<file path="src/rtl/gpm_defines.svh">
// constants of the general purpose pin port: offsets, fields, reset values, counts
`ifndef GPM_DEFINES_SVH
`define GPM_DEFINES_SVH

`define GPM_NPIN 5
`define GPM_FIFO_DEPTH 64
`define GPM_DATA_W 8
`define GPM_ADDR_W 6
`define GPM_NCOEX 3

// register byte offsets
`define GPM_OFF_DIR 6'h00
`define GPM_OFF_OUT 6'h04
`define GPM_OFF_IN 6'h08
`define GPM_OFF_PEN 6'h0c
`define GPM_OFF_PSEL 6'h10
`define GPM_OFF_FN 6'h14
`define GPM_OFF_STRAP 6'h18
`define GPM_OFF_DATA 6'h1c
`define GPM_OFF_STAT 6'h20
`define GPM_OFF_DIV 6'h24

// function register fields and reset
`define GPM_FN_FREQ 0
`define GPM_FN_COEX 1
`define GPM_FN_UART 4
`define GPM_FN_W 5
`define GPM_FN_RESET 5'h0e

// status register fields
`define GPM_ST_DR 0
`define GPM_ST_OVR 1
`define GPM_ST_TXNF 5
`define GPM_ST_TXE 6

// pin slots: slot 1 is pin 1, slots 2..4 are pins 2..4
`define GPM_SLOT_FREQ 1
`define GPM_SLOT_COEX 2

`define GPM_DIV_W 16
`define GPM_DIV_RESET 16'h0364
`define GPM_STRAP_WAIT 2'h3
`define GPM_FRAME_BITS 4'h9
`define GPM_LAST_DATA 4'h7

`endif

</file>
<file path="src/rtl/gpm_pkg.sv">
// types shared by the pin port files
`include "gpm_defines.svh"
package gpm_pkg;

    // avalon request from the master
    typedef struct packed {
        logic read;
        logic write;
        logic [`GPM_ADDR_W-1:0] address;
        logic [31:0] writedata;
        logic [3:0] byteenable;
    } gpm_av_req_type;

    // pad control towards the pin cells
    typedef struct packed {
        logic [`GPM_NPIN-1:0] o;
        logic [`GPM_NPIN-1:0] oe;
        logic [`GPM_NPIN-1:0] pull_up;
        logic [`GPM_NPIN-1:0] pull_dn;
    } gpm_pad_type;

    // serial transmitter states
    typedef enum logic [1:0] {
        GPM_TX_IDLE = 2'b01,
        GPM_TX_SHIFT = 2'b10
    } gpm_tx_type;

    // serial receiver states
    typedef enum logic [3:0] {
        GPM_RX_IDLE = 4'b0001,
        GPM_RX_START = 4'b0010,
        GPM_RX_DATA = 4'b0100,
        GPM_RX_STOP = 4'b1000
    } gpm_rx_type;

endpackage

</file>
<file path="src/rtl/gpm_fifo_mem.sv">
// small two-port memory holding serial buffer entries, registered read
`timescale 1ns/1ps
module gpm_fifo_mem #(
    parameter int WIDTH = 8,
    parameter int DEPTH = 64
) (
    // clock and reset
    input wire logic clk,
    input wire logic nrst,
    // write port
    input wire logic we,
    input wire logic [$clog2(DEPTH)-1:0] waddr,
    input wire logic [WIDTH-1:0] wdata,
    // read port
    input wire logic [$clog2(DEPTH)-1:0] raddr,
    output logic [WIDTH-1:0] rdata_q
);
    logic [WIDTH-1:0] mem [DEPTH]; // storage, no reset needed

    // write side
    always_ff @(posedge clk) begin
        if (we) begin
            mem[waddr] <= wdata;
        end
    end

    // read data registered; a same-edge write shows one edge later
    always_ff @(posedge clk or negedge nrst) begin
        if (!nrst) begin
            rdata_q <= '0;
        end else begin
            rdata_q <= mem[raddr];
        end
    end
endmodule // gpm_fifo_mem

</file>
<file path="src/rtl/gpm_top.sv">
// general purpose pin port with coexistence muxing, strap and debug serial port
//
// The Avalon-MM register port and the address map were chosen for this implementation.
`timescale 1ns/1ps
`include "gpm_defines.svh"
module gpm_top #(
    parameter int NPIN = `GPM_NPIN,
    parameter int DEPTH = `GPM_FIFO_DEPTH,
    parameter int DATA_W = `GPM_DATA_W
) (
    // clock and reset
    input wire logic clk,
    input wire logic nrst,
    // avalon register bus
    input gpm_pkg::gpm_av_req_type av_req,
    output logic [31:0] av_readdata,
    output logic av_waitrequest,
    // general purpose pads
    input wire logic [NPIN-1:0] gpio_i,
    output gpm_pkg::gpm_pad_type gpio_pad,
    // coexistence logic side
    input wire logic [`GPM_NCOEX-1:0] coex_o,
    input wire logic [`GPM_NCOEX-1:0] coex_oe,
    output logic [`GPM_NCOEX-1:0] coex_i,
    input wire logic coex_freq,
    // scan data pads and scan logic side
    input wire logic tdi_pin,
    output logic tdo_pin_o,
    output logic tdo_pin_oe,
    output logic scan_tdi,
    input wire logic scan_tdo,
    input wire logic scan_tdo_oe,
    // strap result
    output logic host_if_sel
);
    import gpm_pkg::*;

    localparam int AW = $clog2(DEPTH);
    localparam logic [AW:0] FULL = (AW+1)'(DEPTH);

    // parameters the logic cannot serve
    if (NPIN != `GPM_NPIN || DATA_W != `GPM_DATA_W || DEPTH < 2 || (1 << AW) != DEPTH) begin : g_bad
        $error("gpm_top: unsupported parameter values");
    end

    // all state of the block except the buffer memories
    typedef struct packed {
        logic wait_n;                    // high while no answer is pending
        logic [31:0] rdata;
        logic [NPIN-1:0] dir;            // 1 drives the pin
        logic [NPIN-1:0] dout;
        logic [NPIN-1:0] pen;            // pull enable
        logic [NPIN-1:0] psel;           // 1 pull-up, 0 pull-down
        logic [`GPM_FN_W-1:0] fn;
        logic [`GPM_DIV_W-1:0] div;
        logic [1:0] strap_cnt;
        logic strap_done;
        logic host_sel;
        gpm_pad_type pad;
        logic [`GPM_NCOEX-1:0] coex_in;
        logic scan_in;
        logic tdo_o;
        logic tdo_oe;
        logic [NPIN-1:0] gs1;            // pin synchroniser stages
        logic [NPIN-1:0] gs2;
        logic ts1;
        logic ts2;
        logic [AW-1:0] tx_wp;
        logic [AW-1:0] tx_rp;
        logic [AW:0] tx_n;
        logic [AW-1:0] rx_wp;
        logic [AW-1:0] rx_rp;
        logic [AW:0] rx_n;
        logic rx_rdy;                    // head entry readable
        logic tx_nempty;                 // head entry readable
        logic ovr;
        gpm_tx_type tx_st;
        logic [`GPM_DIV_W-1:0] tx_cnt;
        logic [3:0] tx_bit;
        logic [9:0] tx_sh;
        gpm_rx_type rx_st;
        logic [`GPM_DIV_W-1:0] rx_cnt;
        logic [3:0] rx_bit;
        logic [DATA_W-1:0] rx_sh;
        logic rx_prev;
    } gpm_state_type;

    gpm_state_type q; // registered state
    gpm_state_type s; // next state

    logic [DATA_W-1:0] tx_rdata; // head of transmit buffer
    logic [DATA_W-1:0] rx_rdata; // head of receive buffer
    logic tx_push;
    logic tx_pop;
    logic rx_push;
    logic rx_pop;
    logic [DATA_W-1:0] tx_wdata;
    logic [NPIN-1:0] pad_o_d;
    logic [NPIN-1:0] pad_oe_d;

    // register read decode, shared by read answer and byte merge
    function automatic logic [31:0] rd_mux(input gpm_state_type st, input logic [`GPM_ADDR_W-1:0] a,
                                           input logic [DATA_W-1:0] rxd);
        logic [31:0] v;
        v = '0;
        case (a)
            `GPM_OFF_DIR: v[NPIN-1:0] = st.dir;
            `GPM_OFF_OUT: v[NPIN-1:0] = st.dout;
            `GPM_OFF_IN: v[NPIN-1:0] = st.gs2;
            `GPM_OFF_PEN: v[NPIN-1:0] = st.pen;
            `GPM_OFF_PSEL: v[NPIN-1:0] = st.psel;
            `GPM_OFF_FN: v[`GPM_FN_W-1:0] = st.fn;
            `GPM_OFF_STRAP: v[0] = st.host_sel;
            `GPM_OFF_DATA: v[DATA_W-1:0] = st.rx_rdy ? rxd : '0;
            `GPM_OFF_STAT: begin
                v[`GPM_ST_DR] = st.rx_rdy;
                v[`GPM_ST_OVR] = st.ovr;
                v[`GPM_ST_TXNF] = (st.tx_n != FULL);
                v[`GPM_ST_TXE] = (st.tx_n == '0) && (st.tx_st == GPM_TX_IDLE);
            end
            `GPM_OFF_DIV: v[`GPM_DIV_W-1:0] = st.div;
            default: v = '0; // unmapped reads as zero
        endcase
        return v;
    endfunction

    // per pin function select: coexistence or frequency owner, else plain pin
    for (genvar i = 0; i < NPIN; i++) begin : g_pin
        if (i == `GPM_SLOT_FREQ) begin : g_freq
            assign pad_o_d[i] = q.fn[`GPM_FN_FREQ] ? coex_freq : q.dout[i];
            assign pad_oe_d[i] = q.fn[`GPM_FN_FREQ] ? 1'b1 : q.dir[i];
        end else if (i >= `GPM_SLOT_COEX) begin : g_coex
            assign pad_o_d[i] = q.fn[`GPM_FN_COEX+i-2] ? coex_o[i-2] : q.dout[i];
            assign pad_oe_d[i] = q.fn[`GPM_FN_COEX+i-2] ? coex_oe[i-2] : q.dir[i];
        end else begin : g_plain
            assign pad_o_d[i] = q.dout[i];
            assign pad_oe_d[i] = q.dir[i] & q.strap_done;
        end
    end

    // next state of everything
    always_comb begin
        logic acc;
        logic [31:0] w;
        logic line;
        s = q;
        acc = 1'b0;
        w = '0;
        line = 1'b1;
        tx_push = 1'b0;
        tx_pop = 1'b0;
        rx_push = 1'b0;
        rx_pop = 1'b0;
        tx_wdata = '0;
        // pins from outside pass two flops
        s.gs1 = gpio_i;
        s.gs2 = q.gs1;
        s.ts1 = tdi_pin;
        s.ts2 = q.ts1;
        // strap caught once the synchroniser holds a real pin level
        if (!q.strap_done) begin
            s.strap_cnt = q.strap_cnt + 2'h1;
            if (q.strap_cnt == `GPM_STRAP_WAIT) begin
                s.strap_done = 1'b1;
                s.host_sel = q.gs2[0];
            end
        end
        // bus: answer prepared on first edge, access done on the waitrequest-low edge
        s.wait_n = 1'b1;
        if ((av_req.read || av_req.write) && q.wait_n) begin
            s.wait_n = 1'b0;
            s.rdata = rd_mux(q, av_req.address, rx_rdata);
        end
        acc = (av_req.read || av_req.write) && !q.wait_n;
        if (acc && av_req.write) begin
            w = rd_mux(q, av_req.address, rx_rdata);
            for (int b = 0; b < 4; b++) begin
                if (av_req.byteenable[b]) begin
                    w[b*8 +: 8] = av_req.writedata[b*8 +: 8];
                end
            end
            case (av_req.address)
                `GPM_OFF_DIR: s.dir = w[NPIN-1:0];
                `GPM_OFF_OUT: s.dout = w[NPIN-1:0];
                `GPM_OFF_PEN: s.pen = w[NPIN-1:0];
                `GPM_OFF_PSEL: s.psel = w[NPIN-1:0];
                `GPM_OFF_FN: s.fn = w[`GPM_FN_W-1:0];
                `GPM_OFF_DIV: s.div = w[`GPM_DIV_W-1:0];
                `GPM_OFF_DATA: begin
                    tx_push = av_req.byteenable[0] && (q.tx_n != FULL); // full buffer drops the byte
                    tx_wdata = av_req.writedata[DATA_W-1:0];
                end
                default: ; // read-only or unmapped
            endcase
        end
        if (acc && av_req.read) begin
            if (av_req.address == `GPM_OFF_DATA) begin
                rx_pop = q.rx_rdy;
            end
            if (av_req.address == `GPM_OFF_STAT) begin
                s.ovr = 1'b0; // cleared by status read, set below wins
            end
        end
        // transmitter, 8 data bits, no parity, one stop
        case (q.tx_st)
            GPM_TX_IDLE: begin
                if (q.tx_nempty && q.fn[`GPM_FN_UART]) begin
                    tx_pop = 1'b1;
                    s.tx_sh = {1'b1, tx_rdata, 1'b0};
                    s.tx_cnt = q.div;
                    s.tx_bit = '0;
                    s.tx_st = GPM_TX_SHIFT;
                end
            end
            GPM_TX_SHIFT: begin
                s.tx_cnt = q.tx_cnt - 1'b1;
                if (q.tx_cnt == '0) begin
                    s.tx_cnt = q.div;
                    s.tx_sh = {1'b1, q.tx_sh[9:1]};
                    s.tx_bit = q.tx_bit + 4'h1;
                    if (q.tx_bit == `GPM_FRAME_BITS) begin
                        s.tx_st = GPM_TX_IDLE;
                    end
                end
            end
            default: s.tx_st = GPM_TX_IDLE;
        endcase
        // receiver sees an idle line while the port is off
        line = q.fn[`GPM_FN_UART] ? q.ts2 : 1'b1;
        s.rx_prev = line;
        case (q.rx_st)
            GPM_RX_IDLE: begin
                if (q.rx_prev && !line) begin
                    s.rx_cnt = q.div >> 1;
                    s.rx_st = GPM_RX_START;
                end
            end
            GPM_RX_START: begin
                s.rx_cnt = q.rx_cnt - 1'b1;
                if (q.rx_cnt == '0) begin
                    s.rx_cnt = q.div;
                    s.rx_bit = '0;
                    s.rx_st = line ? GPM_RX_IDLE : GPM_RX_DATA; // glitch rejected
                end
            end
            GPM_RX_DATA: begin
                s.rx_cnt = q.rx_cnt - 1'b1;
                if (q.rx_cnt == '0) begin
                    s.rx_cnt = q.div;
                    s.rx_sh = {line, q.rx_sh[DATA_W-1:1]};
                    s.rx_bit = q.rx_bit + 4'h1;
                    if (q.rx_bit == `GPM_LAST_DATA) begin
                        s.rx_st = GPM_RX_STOP;
                    end
                end
            end
            GPM_RX_STOP: begin
                s.rx_cnt = q.rx_cnt - 1'b1;
                if (q.rx_cnt == '0) begin
                    s.rx_st = GPM_RX_IDLE;
                    if (line) begin
                        rx_push = (q.rx_n != FULL);
                        if (q.rx_n == FULL) begin
                            s.ovr = 1'b1; // byte lost, flag set wins over clear
                        end
                    end
                end
            end
            default: s.rx_st = GPM_RX_IDLE;
        endcase
        // buffer pointers; readable flags lag a push or pop by one edge
        s.tx_wp = q.tx_wp + AW'(tx_push);
        s.tx_rp = q.tx_rp + AW'(tx_pop);
        s.tx_n = q.tx_n + (AW+1)'(tx_push) - (AW+1)'(tx_pop);
        s.tx_nempty = (q.tx_n != '0) && !tx_pop;
        s.rx_wp = q.rx_wp + AW'(rx_push);
        s.rx_rp = q.rx_rp + AW'(rx_pop);
        s.rx_n = q.rx_n + (AW+1)'(rx_push) - (AW+1)'(rx_pop);
        s.rx_rdy = (q.rx_n != '0) && !rx_pop;
        // pads and muxed pins
        s.pad.o = pad_o_d;
        s.pad.oe = pad_oe_d;
        s.pad.pull_up = q.pen & q.psel;
        s.pad.pull_dn = q.pen & ~q.psel;
        s.coex_in = q.gs2[NPIN-1:`GPM_SLOT_COEX] & q.fn[`GPM_FN_COEX +: `GPM_NCOEX];
        // scan data pins belong to scan unless the serial port owns them
        s.scan_in = q.fn[`GPM_FN_UART] ? 1'b1 : q.ts2;
        s.tdo_o = q.fn[`GPM_FN_UART] ? q.tx_sh[0] : scan_tdo;
        s.tdo_oe = q.fn[`GPM_FN_UART] ? 1'b1 : scan_tdo_oe;
    end

    // state register
    always_ff @(posedge clk or negedge nrst) begin
        if (!nrst) begin
            q <= '0;
            q.wait_n <= 1'b1;
            q.fn <= `GPM_FN_RESET;
            q.div <= `GPM_DIV_RESET;
            q.tx_sh <= '1;
            q.rx_prev <= 1'b1;
            q.tx_st <= GPM_TX_IDLE;
            q.rx_st <= GPM_RX_IDLE;
            q.tdo_oe <= 1'b0;
        end else begin
            q <= s;
        end
    end

    // transmit buffer
    gpm_fifo_mem #(.WIDTH(DATA_W), .DEPTH(DEPTH)) u_tx_mem (
        .clk(clk),
        .nrst(nrst),
        .we(tx_push),
        .waddr(q.tx_wp),
        .wdata(tx_wdata),
        .raddr(q.tx_rp),
        .rdata_q(tx_rdata)
    );

    // receive buffer
    gpm_fifo_mem #(.WIDTH(DATA_W), .DEPTH(DEPTH)) u_rx_mem (
        .clk(clk),
        .nrst(nrst),
        .we(rx_push),
        .waddr(q.rx_wp),
        .wdata(q.rx_sh),
        .raddr(q.rx_rp),
        .rdata_q(rx_rdata)
    );

    // outputs straight from flops
    assign av_readdata = q.rdata;
    assign av_waitrequest = q.wait_n;
    assign gpio_pad = q.pad;
    assign coex_i = q.coex_in;
    assign tdo_pin_o = q.tdo_o;
    assign tdo_pin_oe = q.tdo_oe;
    assign scan_tdi = q.scan_in;
    assign host_if_sel = q.host_sel;
endmodule // gpm_top

</file>
<file path="config.mk">
export PLATFORM = sky130hd
export DESIGN_NAME = gpm_top
export DESIGN_NICKNAME = d
export VERILOG_FILES = /design/src/rtl/gpm_pkg.sv /design/src/rtl/gpm_fifo_mem.sv /design/src/rtl/gpm_top.sv
export VERILOG_INCLUDE_DIRS = /design/src /design/src/rtl
export SDC_FILE = /design/constraint.sdc
export NUM_CORES = 1
export LEC_CHECK = 0
export BUFFER_PORTS_ARGS = -buffer_cell sky130_fd_sc_hd__buf_2
export CAP_MARGIN = 5
export CORE_ASPECT_RATIO = 1.25
export CORE_MARGIN = 1.5
export CORE_UTILIZATION = 50
export CTS_CLUSTER_SIZE = 30
export DETAILED_ROUTE_END_ITERATION = 10
export MAX_ROUTING_LAYER = met4
export PLACE_DENSITY = 0.66
export SLEW_MARGIN = 20
export SYNTH_ARGS = -nofsm -noshare
export SYNTH_HDL_FRONTEND = slang
export SYNTH_SLANG_ARGS = --single-unit
</file>
<file path="constraint.sdc">
create_clock -name clk -period 13.3 [get_ports clk]
set_input_delay 3.99 -clock clk [delete_from_list [all_inputs] [get_ports clk]]
set_output_delay 3.99 -clock clk [all_outputs]
set_load 0.05 [all_outputs]
</file>
==> flow_metrics.py <==
metrics = {
    "drt": {
        "via_per_inst": 6.08,
        "wl_um": 114000,
        "routedWlPerCell_um": 26.2,
        "drt-initial-drc-count": 2492,
        "ant_nets": 0,
        "drt-pass1-iter-count": 6,
        "post-route-drc-count": 0,
        "via_count": 26393,
    },
    "cts": {
        "cts_resized": 0,
        "clk_pin_slew_ps": 60,
        "clk_latency_ps": 680,
        "cts_setup_buffers": 0,
        "root_buffer": "clkbuf_16",
        "cts_tree": "built",
        "hold_buffers": 0,
        "ctsHtreeMaxLevel": 3,
        "cts_buffers": 116,
        "cts.sinks": 1246,
        "cts_max_path_buffers": 3,
    },
    "worst_hold_path": {
        "min-delay-start": "q[113]$_DFF_PN0_",
        "min_delay_path_depth": 0,
        "holdPathEnd": "q[108]$_DFF_PN0_",
        "hold_path.class": "reg2reg",
    },
    "timing": {
        "finalMaxSlewViolations": 0,
        "worst_pin_slew_ps": 1090,
        "finalHoldViolCount": 0,
        "setup-tns-final_ps": 0,
        "worst_slack_ps": 6020,
        "max_freq_ghz": 0.137,
        "slew_headroom_pct": 27.3,
        "finClkSkew_ps": 20.4,
        "hold_slack_ps": 353,
        "rsz0062_at_grt": "false",
        "period_needed_ps": 7280,
        "post-route-period-util_pct": 54.8,
        "setup_violations": 0,
    },
    "setup_path": {
        "crit_required_ps": 13600,
        "rrSetupSlack_ps": 9160,
        "crit_type": "in2reg",
        "critPathCaptureType": "register",
        "r2r-end": "u_rx_mem.rdata_q[6]$_DFF_PN0_",
        "reg2regPathDepth": 7,
        "startpoint_type": "input port",
        "critPathMaxFanout": 11,
        "cp_data_arrival_time_ps": 7590,
        "reg2reg_from": "q[77]$_DFF_PN0_",
    },
    "synthesis": {
        "synth-async-reset-ratio_pct": 17.8,
        "synth.area.top_cells": "edfxtp_1 61%, dfrtp_1 9.9%, mux4_2 9.7%, mux2i_1 2.5%, nor2_1 1.6%",
        "ys.flop_type": "edfxtp_1",
        "yosysWarnings": 0,
        "ys_types": 79,
        "netlist_area_um2": 50300,
        "synth-seq-cells": 1246,
        "synth.most_common_cell": "edfxtp_1",
        "synth_edf_count": 1024,
        "yosysTopAreaCell": "edfxtp_1",
        "synth_cells": 2888,
        "synth_common_cells": "1024 x edfxtp_1, 217 x mux4_2, 216 x nor2_1",
        "yosysSeqAreaShare_pct": 72.2,
        "syn_area_per_cell_um2": 17.4,
        "post-synth-top-area-fraction_pct": 61.1,
    },
    "flow_run": {
        "drv_cap": 0,
    },
    "floorplan": {
        "io_pins": 121,
        "start_util_pct": 50.6,
        "die-width_um": 287,
        "die_y_um": 358,
        "fp.dieArea_um2": 103000,
        "core_area_um2": 99400,
        "rows": 129,
    },
    "global_routing": {
        "grt_pass1_vias": 27256,
        "antenna_found_initial": 0,
        "grtUsageTotal_pct": 23.0,
        "grt_pass1_wl_um": 172000,
        "grt-ovfl-total": 0,
        "grt_max_degree": 115,
    },
    "power_and_ir_drop": {
        "p_leak_uw": 0.0170,
        "p_total_uw": 8840,
        "max-vdd-ir-drop_mv": 0.137,
        "power.density_nw_per_um2": 159,
    },
    "placement": {
        "post-place-ws_ps": 5380,
        "portBuffers": 86,
        "dpl_cell_area_um2": 51800,
        "dpl.hpwl_um": 70600,
        "place_congestion": 0.885,
    },
    "cells_and_area": {
        "design_area_um2": 55700,
        "nNetsFinal": 3032,
        "drive_gt1_share_pct": 21.1,
        "diodes": 0,
        "area_growth_pct": 10.6,
    },
    "run_status": {
        "status": "complete, no violations",
    },
}
## per-stage QoR
stage	util (%)	std cells
after global placement	52.1	4128
after detailed placement	52.1	4128
after global routing	56.0	4342
after floorplan	-	2903
final	56.0	4342
after CTS	56.0	4342
## registers in the layout, indices dropped and copies added (netlist names), 3 cells and up
| signal | flops |
|---|---|
| u_rx_mem.mem | 512 |
| coex_i | 3 |
| av_readdata | 16 |
| u_tx_mem.mem | 512 |
| q | 161 |
| gpio_pad | 20 |
| u_tx_mem.rdata_q | 8 |
| u_rx_mem.rdata_q | 8 |
## where the power goes
part           switching (uW)  internal (uW)  leakage, uW  total (uW)
Clock                    1410           1940      0.00188        3350
Combinational             618            472      0.00461        1090
Sequential                126           4280       0.0105        4400
## placed cells by master (no fill, tap or decap), types with 11 or more instances in the layout
cell and instances:
xor2_1 17, nor2_1 215, or3_1 14, buf_4 34, xnor2_1 20, ha_1 33
o21ai_0 61, clkbuf_16 118, a22o_1 13, clkbuf_1 14, clkinv_1 30, nand2_1 101
conb_1 16, a221oi_1 12, a2111oi_0 11, dfrtp_1 186, mux4_2 217, mux2_2 59
bufinv_16 16, o221ai_1 11, nand2b_1 16, and2_1 14, edfxtp_1 1024, a22oi_1 40
nor2b_1 31, inv_1 53, nand3_1 24, o22ai_1 28, dfstp_2 22, a21oi_1 68
buf_2 85, nor3_1 42, a211oi_1 44, clkinv_2 22, mux2i_1 128
## how the worst max path moves through the flow
stage	endpoint	slack [ps]	cells after the start	from
after global routing	u_tx_mem.mem[54][5]$_DFFE_PP_	5930	7	av_req[40]
after detailed placement	u_tx_mem.mem[7][5]$_DFFE_PP_	5380	8	av_req[40]
final	u_tx_mem.mem[7][2]$_DFFE_PP_	6020	8	av_req[40]
after CTS	u_tx_mem.mem[7][2]$_DFFE_PP_	6100	8	av_req[40]
after floorplan	u_tx_mem.mem[0][0]$_DFFE_PP_	4210	4	av_req[40]
after global placement	q[74]$_DFF_PN0_	5480	15	av_req[40]
## critical path: stages
cell and delay (ps):
buf_2 220, or4b_1 710, nor3_1 480, nand3_1 310
inv_1 140, and2_1 200, nand3_1 630, nor2_1 900
## kinds of logic (layout without fill, tap and decap cells)
logic type,Yosys count,in the layout,synth area share [%]
DFF,1246,1246,72.2
and+or+nand+nor,537,537,5.12
muxes,404,404,13.6
buffers and inverters,261,390,2.50
xor gates and xnor gates,37,37,0.644
AOI/OAI and AO/OA,367,367,5.06
other,1,16,0.00745
adders and majority gates,35,35,0.900
## layout make-up
| cell class | instances | area (um2) |
|---|---|---|
| Sequential cell | 1246 | 36400 |
| Tap cell | 1310 | 1640 |
| Timing Repair Buffer | 122 | 736 |
| Clock inverter | 80 | 820 |
| Clock buffer | 134 | 3030 |
| Inverter | 54 | 203 |
| Multi-Input combinational cell | 1396 | 12900 |
| Fill cell | 7635 | 43800 |
## routing by layer
metal | wire [um] | vias to the layer above | track usage, %
met1 | 44000 | 13730 | 28.7
met4 | 3760 | 0 | 7.67
met5 | 0 | - | -
li1 | - | 11447 | -
met3 | 6320 | 247 | 3.28
met2 | 59500 | 969 | 39.0
Note: power is estimated with default switching activity, not from simulation.
